### config.mk
export PLATFORM = sky130hd
export DESIGN_NAME = fpp_seq
export DESIGN_NICKNAME = d
export VERILOG_FILES = /design/src/fpp_pkg.sv /design/src/fpp_seq.sv
export SDC_FILE = /design/constraint.sdc
export NUM_CORES = 1
export LEC_CHECK = 0
export BUFFER_PORTS_ARGS = -buffer_cell sky130_fd_sc_hd__clkbuf_2
export CORE_ASPECT_RATIO = 0.7
export CORE_MARGIN = 3
export CORE_UTILIZATION = 57
export DETAILED_ROUTE_END_ITERATION = 7
export PLACE_DENSITY = 0.85
export SLEW_MARGIN = 20
export SYNTH_ARGS = -nofsm -noshare
export SYNTH_HDL_FRONTEND = slang
export SYNTH_SLANG_ARGS = --single-unit
### constraint.sdc
create_clock -name i_clk -period 3.8 [get_ports i_clk]
set_clock_uncertainty 0.05 [all_clocks]
set_input_delay 0.19 -clock i_clk [delete_from_list [all_inputs] [get_ports i_clk]]
set_output_delay 0.19 -clock i_clk [all_outputs]
set_load 0.005 [all_outputs]
### src/fpp_pkg.sv
// constants and carrier types for the flash page program sequencer
package fpp_pkg;
  // register indices; byte address is four times the index
  localparam logic [9:0] IDX_CMD_LOW   = 10'h094;
  localparam logic [9:0] IDX_PAGE_LOW  = 10'h095;
  localparam logic [9:0] IDX_PAGE_HIGH = 10'h096;
  localparam logic [9:0] IDX_BUF_START = 10'h097;
  localparam logic [9:0] IDX_STATUS    = 10'h098;
  // field positions
  localparam int PAGE_LOW_LSB  = 5;
  localparam int CMD_NIB_MSB   = 3;
  localparam int STAT_BUSY_BIT = 0;
  // reset values and codes
  localparam logic [7:0] BUF_START_RST = 8'h00;
  localparam logic [7:0] PAGE_HIGH_RST = 8'h00;
  localparam logic [2:0] PAGE_LOW_RST  = 3'h0;
  localparam logic [3:0] CMD_NIB_RST   = 4'h0;
  localparam logic [3:0] CMD_ENABLE    = 4'ha;
  localparam logic [7:0] CMD_START     = 8'h5a;
  // flash geometry
  localparam int PAGE_BYTES = 32;
  localparam int PAGE_COUNT = 512;
  localparam int OFS_BITS   = 5;

  typedef enum {ST_IDLE, ST_READ, ST_LOAD, ST_WRITE, ST_COMMIT, ST_WAIT} fpp_state_t;

  typedef struct packed {
    logic [15:0] addr;
    logic [7:0]  data;
  } fpp_flash_wr_t;
endpackage

### src/fpp_seq.sv
// flash page program sequencer with apb register access
// Behaviour
// - flash is 512 pages of 32 bytes; only whole pages are written
// - page data comes from 32 consecutive internal data ram bytes
// - 8-bit read/write buffer start register, reset to zero
// - page address bits 15..8 in high register, 7..5 in low register
// - flash address bits 4..0 are zero at every page start
// - programming enabled only while the command nibble holds 0xa
// - writing 0x5a to command byte while enabled starts the program
// - once triggered, 32 bytes from buffer start copy into the page
`timescale 1ns/100ps
module fpp_seq (
  // clock and reset
  input  wire logic                   i_clk,
  input  wire logic                   i_nrst,
  // apb slave
  input  wire logic                   i_psel,
  input  wire logic                   i_penable,
  input  wire logic                   i_pwrite,
  input  wire logic [11:0]            i_paddr,
  input  wire logic [31:0]            i_pwdata,
  output logic                        o_pready,
  output logic [31:0]                 o_prdata,
  output logic                        o_pslverr,
  // internal data ram read port, data one cycle after the request
  output logic                        o_ram_rd,
  output logic [7:0]                  o_ram_addr,
  input  wire logic [7:0]             i_ram_rdata,
  // flash array write port
  output logic                        o_fl_wr,
  output fpp_pkg::fpp_flash_wr_t      o_fl_req,
  input  wire logic                   i_fl_ready,
  output logic                        o_fl_commit,
  input  wire logic                   i_fl_done,
  // cpu stall
  output logic                        o_cpu_hold
);
  import fpp_pkg::*;

  // last byte offset of a page
  localparam logic [OFS_BITS-1:0] OFS_LAST = OFS_BITS'(PAGE_BYTES - 1);

  // the offset counter must span exactly one page
  if ((1 << OFS_BITS) != PAGE_BYTES) begin
    $error("offset width does not match the page size");
  end

  // the flash port carries a 16-bit byte address
  if (PAGE_BYTES * PAGE_COUNT > 65536) begin
    $error("flash does not fit a 16-bit byte address");
  end

  // the latched page is 11 bits above the offset
  if (OFS_BITS + 11 != 16) begin
    $error("page latch and offset do not fill the flash address");
  end

  // one register select
  function automatic logic reg_hit(input logic [9:0] idx, input logic [9:0] target);
    reg_hit = idx == target;
  endfunction

  // ram byte for a page offset; wraps inside the 256-byte ram
  function automatic logic [7:0] ram_byte_addr(input logic [7:0] base, input logic [OFS_BITS-1:0] ofs);
    ram_byte_addr = 8'(base + 8'(ofs));
  endfunction

  // flash byte: latched page above, byte offset below
  function automatic logic [15:0] flash_byte_addr(input logic [10:0] page, input logic [OFS_BITS-1:0] ofs);
    flash_byte_addr = {page, ofs};
  endfunction

  // sequencer state
  fpp_state_t            state_q;
  fpp_state_t            state_d;
  // software visible registers
  logic [7:0]            buf_start_q;
  logic [7:0]            page_high_q;
  logic [2:0]            page_low_q;
  logic [3:0]            cmd_nib_q;
  // run copies, frozen at the trigger so later writes cannot move a running page
  logic [7:0]            run_base_q;
  logic [10:0]           run_page_q;
  logic [OFS_BITS-1:0]   ofs_q;

  // bus decode
  wire logic [9:0]       idx      = i_paddr[11:2];
  wire logic             setup    = i_psel & ~i_penable;
  wire logic             access   = i_psel & i_penable & o_pready;
  wire logic             wr_acc   = access & i_pwrite & ~o_pslverr;
  wire logic             hit_cl   = reg_hit(idx, IDX_CMD_LOW);
  wire logic             hit_pl   = reg_hit(idx, IDX_PAGE_LOW);
  wire logic             hit_ph   = reg_hit(idx, IDX_PAGE_HIGH);
  wire logic             hit_bs   = reg_hit(idx, IDX_BUF_START);
  wire logic             hit_st   = reg_hit(idx, IDX_STATUS);
  wire logic             mapped   = hit_cl | hit_pl | hit_ph | hit_bs | hit_st;
  wire logic             wr_cl    = wr_acc & hit_cl;
  wire logic             wr_pl    = wr_acc & hit_pl;
  wire logic             wr_ph    = wr_acc & hit_ph;
  wire logic             wr_bs    = wr_acc & hit_bs;
  wire logic [7:0]       wr_byte  = i_pwdata[7:0];

  // command decode
  wire logic             busy     = state_q != ST_IDLE;
  wire logic             enabled  = cmd_nib_q == CMD_ENABLE;
  wire logic             start_cd = wr_byte == CMD_START;
  // a start while busy is dropped; the cpu is stalled then anyway
  wire logic             trigger  = wr_cl & start_cd & enabled & ~busy;

  // sequencer step decode
  wire logic             last     = ofs_q == OFS_LAST;
  wire logic             in_load  = state_q == ST_LOAD;
  wire logic             accepted = (state_q == ST_WRITE) & i_fl_ready;
  wire logic             go_read  = state_d == ST_READ;
  wire logic             go_cmt   = state_d == ST_COMMIT;
  wire logic             go_idle  = state_d == ST_IDLE;

  // read data; command byte and nibble read as zero, reserved bit 4 too
  wire logic [7:0]       rd_pl    = {page_low_q, 5'h00};
  wire logic [7:0]       rd_st    = {7'h00, busy};
  wire logic [7:0]       rd_byte  = hit_pl ? rd_pl :
                                    hit_ph ? page_high_q :
                                    hit_bs ? buf_start_q :
                                    hit_st ? rd_st : 8'h00;
  wire logic [31:0]      rd_word  = {24'h00_0000, rd_byte};

  // bus answer next values; data is zero outside the access cycle
  wire logic             pready_d  = setup;
  wire logic [31:0]      prdata_d  = setup ? rd_word : 32'h0000_0000;
  wire logic             pslverr_d = setup & ~mapped;

  // register next values
  wire logic [7:0]       buf_start_d = wr_bs ? wr_byte : buf_start_q;
  wire logic [7:0]       page_high_d = wr_ph ? wr_byte : page_high_q;
  wire logic [2:0]       page_low_d  = wr_pl ? wr_byte[7:PAGE_LOW_LSB] : page_low_q;
  // trigger disarms so a stray second start byte cannot retrigger
  wire logic [3:0]       cmd_nib_d   = wr_pl   ? wr_byte[CMD_NIB_MSB:0] :
                                       trigger ? CMD_NIB_RST : cmd_nib_q;
  wire logic [7:0]       run_base_d  = trigger ? buf_start_q : run_base_q;
  wire logic [10:0]      run_page_d  = trigger ? {page_high_q, page_low_q} : run_page_q;
  wire logic [OFS_BITS-1:0] ofs_next = OFS_BITS'(ofs_q + 1'b1);
  wire logic [OFS_BITS-1:0] ofs_d    = trigger ? '0 : accepted ? ofs_next : ofs_q;
  // the next read follows the offset that is being counted at the same edge
  wire logic [7:0]       ram_addr_d  = trigger ? ram_byte_addr(buf_start_q, '0) :
                                       ram_byte_addr(run_base_q, ofs_next);
  wire logic             fl_wr_d     = in_load | (o_fl_wr & ~accepted);
  wire logic [15:0]      fl_addr_d   = in_load ? flash_byte_addr(run_page_q, ofs_q) : o_fl_req.addr;
  wire logic [7:0]       fl_data_d   = in_load ? i_ram_rdata : o_fl_req.data;
  wire logic             hold_d      = ~go_idle;

  // sequencer next state
  always_comb begin
    state_d = state_q;
    unique case (state_q)
      ST_IDLE: begin
        if (trigger)
          state_d = ST_READ;
      end
      ST_READ: begin
        state_d = ST_LOAD;
      end
      ST_LOAD: begin
        state_d = ST_WRITE;
      end
      ST_WRITE: begin
        if (i_fl_ready)
          state_d = last ? ST_COMMIT : ST_READ;
      end
      ST_COMMIT: begin
        state_d = ST_WAIT;
      end
      ST_WAIT: begin
        if (i_fl_done)
          state_d = ST_IDLE;
      end
    endcase
  end

  // apb ready: the cycle after setup, zero wait states
  always_ff @(posedge i_clk) begin
    if (!i_nrst) begin
      o_pready <= 1'b0;
    end else begin
      o_pready <= pready_d;
    end
  end

  // apb read data
  always_ff @(posedge i_clk) begin
    if (!i_nrst) begin
      o_prdata <= 32'h0000_0000;
    end else begin
      o_prdata <= prdata_d;
    end
  end

  // apb error for an unmapped index
  always_ff @(posedge i_clk) begin
    if (!i_nrst) begin
      o_pslverr <= 1'b0;
    end else begin
      o_pslverr <= pslverr_d;
    end
  end

  // buffer start
  always_ff @(posedge i_clk) begin
    if (!i_nrst) begin
      buf_start_q <= BUF_START_RST;
    end else begin
      buf_start_q <= buf_start_d;
    end
  end

  // page address high byte
  always_ff @(posedge i_clk) begin
    if (!i_nrst) begin
      page_high_q <= PAGE_HIGH_RST;
    end else begin
      page_high_q <= page_high_d;
    end
  end

  // page address low bits
  always_ff @(posedge i_clk) begin
    if (!i_nrst) begin
      page_low_q <= PAGE_LOW_RST;
    end else begin
      page_low_q <= page_low_d;
    end
  end

  // enable nibble
  always_ff @(posedge i_clk) begin
    if (!i_nrst) begin
      cmd_nib_q <= CMD_NIB_RST;
    end else begin
      cmd_nib_q <= cmd_nib_d;
    end
  end

  // sequencer state
  always_ff @(posedge i_clk) begin
    if (!i_nrst) begin
      state_q <= ST_IDLE;
    end else begin
      state_q <= state_d;
    end
  end

  // run buffer base
  always_ff @(posedge i_clk) begin
    if (!i_nrst) begin
      run_base_q <= 8'h00;
    end else begin
      run_base_q <= run_base_d;
    end
  end

  // run page
  always_ff @(posedge i_clk) begin
    if (!i_nrst) begin
      run_page_q <= 11'h000;
    end else begin
      run_page_q <= run_page_d;
    end
  end

  // byte offset within the page
  always_ff @(posedge i_clk) begin
    if (!i_nrst) begin
      ofs_q <= '0;
    end else begin
      ofs_q <= ofs_d;
    end
  end

  // ram read strobe
  always_ff @(posedge i_clk) begin
    if (!i_nrst) begin
      o_ram_rd <= 1'b0;
    end else begin
      o_ram_rd <= go_read;
    end
  end

  // ram address, moved only when a read is issued
  always_ff @(posedge i_clk) begin
    if (!i_nrst) begin
      o_ram_addr <= 8'h00;
    end else if (go_read) begin
      o_ram_addr <= ram_addr_d;
    end
  end

  // flash byte write request, held until taken
  always_ff @(posedge i_clk) begin
    if (!i_nrst) begin
      o_fl_wr <= 1'b0;
    end else begin
      o_fl_wr <= fl_wr_d;
    end
  end

  // flash byte address and data
  always_ff @(posedge i_clk) begin
    if (!i_nrst) begin
      o_fl_req <= '0;
    end else begin
      o_fl_req <= {fl_addr_d, fl_data_d};
    end
  end

  // page commit pulse
  always_ff @(posedge i_clk) begin
    if (!i_nrst) begin
      o_fl_commit <= 1'b0;
    end else begin
      o_fl_commit <= go_cmt;
    end
  end

  // cpu stall for the whole run
  always_ff @(posedge i_clk) begin
    if (!i_nrst) begin
      o_cpu_hold <= 1'b0;
    end else begin
      o_cpu_hold <= hold_d;
    end
  end
endmodule

=== After elaboration in Yosys (flattened, before gate mapping) ===
Cells that the tools add are included.

* Flip-flop bits (word level): 149
* Input bits: 59
* Output and inout bits: 70
* Logic and storage cells: 86

* Add/subtract/negate cells: 2
* Equal/unequal tests: 17
* Mux-type cells: 12
* Bitwise logic cells: 28
* Reduce and logical (&&, ||, !) cells: 7

{| class="wikitable"
|+ Operator list
! operator !! number
|-
| 32-bit one-hot mux with 6 select lines || 1
|-
| 32-bit by 3-bit == test with 1-bit output, second input constant || 4
|-
| 32-bit by 2-bit == test with 1-bit output, second input constant || 3
|-
| 32-bit two-way mux || 3
|-
| 32-bit zero test || 2
|-
| 10-bit by 8-bit == test with 1-bit output, second input constant || 5
|-
| 32-bit by 1-bit == test with 1-bit output, second input constant || 1
|-
| 32-bit by 4-bit == test with 1-bit output, second input constant || 1
|-
| 8-bit two-way mux || 4
|-
| 32-bit nonzero test || 1
|-
| 1-bit bitwise AND || 15
|-
| 8-bit by 5-bit adder with 8-bit output || 1
|-
| 8-bit by 7-bit == test with 1-bit output, second input constant || 1
|-
| 4-bit two-way mux || 2
|-
| 1-bit NOT || 8
|-
| 5-bit by 1-bit adder with 5-bit output, second input constant || 1
|-
| 5-bit == test, second input constant || 1
|-
| 1-bit bitwise OR || 5
|-
| 4-bit == test, second input constant || 1
|-
| 3-bit two-way mux || 1
|-
| 3-bit OR reduction || 1
|-
| 2-bit AND reduction || 1
|-
| 2-bit nonzero test || 1
|-
| 2-bit OR reduction || 1
|-
| 1-bit two-way mux || 1
|}

=== Logic depth before layout (Yosys ltp) ===
* Depth in word-level cells: 12
* Gate-level depth with buffers: 9
* Depth with buffers taken out: 9

=== Worst setup path before layout ===
Ideal clock, no wire load.

* Kind: register to register
* Start: register ofs_q[0]
* End: register o_ram_addr[6]
* Setup time: 0.069 ns
* Arrival time: 2.338 ns
* Required time: 3.681 ns
* Setup slack: 1.343 ns
* Cell stages (with the launch flop): 10
* Buffers on the path: 0
* Period minus slack after synthesis: 2.457 ns
* Path through: dfxtp_1 > ha_1 > and3_1 > ha_1 > ha_1 > o21ai_0 > or3_1 > a21o_1 > a2111o_1 > o21ai_1

* Elaborated cells on any way between the ends: 8
* Those cells by class: add/sub (2); eq/ne (2); mux (4)

{| class="wikitable"
|+ RTL lines
! item !! RTL line !! text
|-
| start: declaration || fpp_seq.sv:84 || <nowiki>logic [OFS_BITS-1:0] ofs_q;</nowiki>
|-
| start signal: assignment || fpp_seq.sv:274 || <nowiki>ofs_q <= ofs_d;</nowiki>
|-
| 5-bit by 1-bit adder with 5-bit output || fpp_seq.sv:141 || <nowiki>wire logic [OFS_BITS-1:0] ofs_next = OFS_BITS'(ofs_q + 1'b1);</nowiki>
|-
| net ofs_next[4] || fpp_seq.sv:141 ||
|-
| 8-bit by 5-bit adder with 8-bit output || fpp_seq.sv:65 || <nowiki>ram_byte_addr = 8'(base + 8'(ofs));</nowiki>
|-
| 8-bit two-way mux || fpp_seq.sv:144 || <nowiki>wire logic [7:0] ram_addr_d = trigger ? ram_byte_addr(buf_start_q, '0) :</nowiki>
|-
| end signal: assignment || fpp_seq.sv:292 || <nowiki>o_ram_addr <= ram_addr_d;</nowiki>
|-
| end: declaration || fpp_seq.sv:27 || <nowiki>output logic [7:0] o_ram_addr,</nowiki>
|}

The timed path passes the listed nets, and every way through them passes these cells.
A chain may end at the register's enable or synchronous reset.

=== Worst setup path in the final report ===
* Start: register state_q[5]
* End: register o_ram_addr[1]

* Longest elaborated chain between the ends: 6
* Elaborated cells on any way between the ends: 15
* Those cells by class: eq/ne (6); mux (5); bitwise (2); reduce/logical (2)

{| class="wikitable"
|+ RTL lines
! item !! RTL line !! text
|-
| start: declaration || fpp_seq.sv:74 || <nowiki>fpp_state_t state_q;</nowiki>
|-
| start signal: assignment || fpp_seq.sv:247 || <nowiki>state_q <= state_d;</nowiki>
|-
| 32-bit nonzero test || fpp_seq.sv:104 || <nowiki>wire logic busy = state_q != ST_IDLE;</nowiki>
|-
| 1-bit NOT || fpp_seq.sv:108 || <nowiki>wire logic trigger = wr_cl & start_cd & enabled & ~busy;</nowiki>
|-
| 1-bit bitwise AND || fpp_seq.sv:108 ||
|-
| 32-bit two-way mux || fpp_seq.sv:156 || <nowiki>if (trigger)</nowiki>
|-
| 32-bit one-hot mux with 6 select lines || fpp_seq.sv:154 || <nowiki>unique case (state_q)</nowiki>
|-
| 32-bit by 2-bit == test with 1-bit output || fpp_seq.sv:114 || <nowiki>wire logic go_read = state_d == ST_READ;</nowiki>
|}

Several ways; a longest one is shown, not always the timed one.

==> qor.yml <==
global_routing:
  grt_max_degree: 49
  grt_pass1_vias: 4234
  overflow: 0
  antenna_found_initial: 0
  grt_use_total_pct: 24.77
  grt_pass1_wl_um: 20500
power:
  powerDensity_mw_per_mm2: 478.9
  clock_power_share_pct: 53.5
  power_switching_uw: 609.2
  swShare_pct: 20.45
  p_seq_share_pct: 44.1
  ir_worst_vdd_mv: 0.3561
  comb_power_share_pct: 2.4
  p_int_uw: 2369
  p_leak_uw: 0.002531
logic_synthesis:
  synth_edf_count: 0
  syn_area_mm2: 0.005239
  synthTopCellsByArea: "dfxtp_1 48%, nand2_1 7.3%, a21oi_1 5.4%"
  yosysMostFrequentCell: "dfxtp_1"
  synth_top_area_cell: "dfxtp_1"
  ys_async_sr_fraction_pct: 0
  synth_top_cell_area_share_pct: 47.77
  ys_warn_count: 0
  synth_top_flop_cell: "dfxtp_1"
  synth_cell_types: 61
  synthTopCellsByCount: "125 x dfxtp_1, 102 x nand2_1, 57 x a21oi_1"
  synthCells: 567
  synth_seq_area_share_pct: 47.77
  ys_ff_latch: 125
  avgSynthCellArea_um2: 9.239
place:
  port_buffers: 78
  dp_hpwl_um: 8420
  gp_congestion: 0.8662
  placed_area_mm2: 0.005543
clock_network:
  cts_tree: "built"
  path_clk_slew_ns: 0.05
  cts_buffers: 17
  cts_sinks: 125
  clkLatencyLatePin_ns: 0.41
  cts.htree.levels: 4
  cts_resized: 0
  post-cts-setup-buffers: 0
  cts-root-to-sink-buffers: 2
  cts_hold_buf: 8
  cts_root_buffer: "clkbuf_16"
timing:
  setup_viol: 0
  maxSlewViolCount: 0
  post-route-period-util_pct: 74.10
  setup_tns_ns: 0
  period_minus_slack_ns: 2.816
  rsz0062_at_grt: "no"
  max_freq_mhz: 355.1
  hold_viol: 0
  max_slew.worst_pin.slew_ns: 1.102
  slew_headroom_pct: 26.36
drt:
  first_pass_iters: 4
  drt-vias-per-instance: 5.532
  wl_met3_um: 810
  vias: 4298
  wl_met1_um: 5460
  routedWlPerCell_um: 16.02
  drt_iter0_drc: 269
  drc: 0
  wl_met2_um: 6030
  drtAntennaViolNets: 0
  highest_layer: "met4"
  finalWirelength_um: 12440
finish:
  drive_gt1_share_pct: 21.00
  nets: 711
  final_area_mm2: 0.006220
  nFillCells: 664
  area_growth_pct: 18.72
  antennaDiodeCount: 0
critical_path:
  path_class: "flop to flop"
  cp-end-kind: "flop"
  critPathRequiredTime_ns: 4.06
  regToRegStartpoint: "state_q[5]"
  start_kind: "flop"
  crit_path_max_fanout: 17
  arrival_ns: 3.07
  worstSetupStartpoint: "state_q[5]"
die:
  fp.dieArea_mm2: 0.01040
  ios: 129
  fp.dieH_um: 86.21
  row_count: 28
  die_x_um: 120.6
  core_mm2: 0.008688
  initial_utilization_pct: 60.30
hold_path:
  hp-start: "i_pwdata[4]"
  hp-class: "input port to flop"
outcome:
  outcome: "finished clean"
flow_run:
  drv_cap: 0
## cell families (layout without fill, tap and decap cells)
| logic type | after synthesis | after routing | share of synthesized area, % |
|---|---|---|---|
| fa+ha+maj | 8 | 8 | 2.054 |
| flops | 125 | 125 | 47.77 |
| other cells | 1 | 24 | 0.07158 |
| compound gates | 93 | 93 | 10.89 |
| buf+inv | 58 | 125 | 6.878 |
| xor+xnor | 8 | 8 | 1.338 |
| mux | 32 | 32 | 6.210 |
| simple gates | 242 | 242 | 24.79 |
## layout make-up
| type | instances | area [um2] | area share [%] |
|---|---|---|---|
| Clock buffer | 22 | 484.2 | 7.785 |
| Clock inverter | 10 | 112.6 | 1.810 |
| Inverter | 4 | 15.01 | 0.2414 |
| Multi-Input combinational cell | 407 | 2462 | 39.59 |
| Sequential cell | 125 | 2502 | 40.23 |
| Tap cell | 120 | 150.1 | 2.414 |
| Timing Repair Buffer | 89 | 493.0 | 7.926 |
## metrics by stage
stage          hold slack, ns  setup slack, ns  total power (uW)  utilization (%)  instances
6_report              0.05346           0.9841              2979            71.59        777
5_1_grt               0.06519           0.7891              3072            71.59        777
4_1_cts               0.04065            1.025              2993            71.59        777
3_5_place_dp           0.3752            1.046              1404            63.80        737
3_3_place_gp           0.3703            1.179              1402            63.80        737
2_1_floorplan          0.2805            1.343              1393                -        590
## critical path: stages, from the launching register on
cell	delay [ns]
dfxtp_1	0.32
nor4_2	0.47
nand4_2	0.26
or2_1	0.40
nor3_4	0.62
nand2_1	0.27
a311oi_1	0.32
## registers in the layout (all words and copies together), names as in the netlist
signal,count
run_base_q,8
o_pslverr,1
ofs_q,5
cmd_nib_q,4
page_low_q,3
o_cpu_hold,1
o_fl_wr,1
o_fl_commit,1
o_ram_addr,8
buf_start_q,8
state_q,32
page_high_q,8
o_pready,1
o_ram_rd,1
o_prdata,8
o_fl_req,24
run_page_q,11
## cells in the final DEF, fill, tap and decap left out, types with 4 or more instances in the layout
| master | count |
|---|---|
| dfxtp_1 | 125 |
| nand2_1 | 102 |
| clkbuf_2 | 78 |
| a21oi_1 | 57 |
| nor2_1 | 40 |
| and2_1 | 30 |
| mux2i_1 | 28 |
| conb_1 | 24 |
| clkbuf_16 | 17 |
| nand4_1 | 9 |
| dlygate4sd3_1 | 8 |
| nor4_2 | 7 |
| ha_1 | 7 |
| xnor2_1 | 6 |
| nor3_1 | 6 |
| o21ai_0 | 6 |
| nor4b_1 | 5 |
| a311oi_1 | 5 |
| a22oi_1 | 5 |
| nand3_1 | 4 |
| and4b_1 | 4 |
| or3_1 | 4 |
| nand2b_1 | 4 |
| a21o_1 | 4 |
| mux2_2 | 4 |
| clkbuf_8 | 4 |
| clkinv_2 | 4 |
## layer usage
| metal | GRT usage [%] | vias to the layer above |
|---|---|---|
| li1 | - | 2065 |
| met1 | 32.63 | 2062 |
| met2 | 39.99 | 154 |
| met3 | 6.458 | 17 |
| met4 | 8.539 | 0 |
| met5 | 0 | - |
## power by group through the flow
stage               Sequential (uW)  Combinational [uW]  Clock (uW)
floorplan                      1340                51.9           0
global placement               1340                61.9           0
detailed placement             1340                63.5           0
CTS                            1310                70.4        1610
global route                   1310                79.0        1680
finish                         1310                72.4        1590
## worst paths after layout
kind | end | slack [ns] | cells past startpoint
worst max-delay path | o_ram_addr[1] | 0.98 | 6
worst min-delay path | buf_start_q[4] | 0.05 | 3
worst max register to register | o_ram_addr[1] | 0.98 | 6
worst min register to register | o_fl_req[14] | 0.40 | 2
Note: power is estimated with default switching activity, not from simulation.
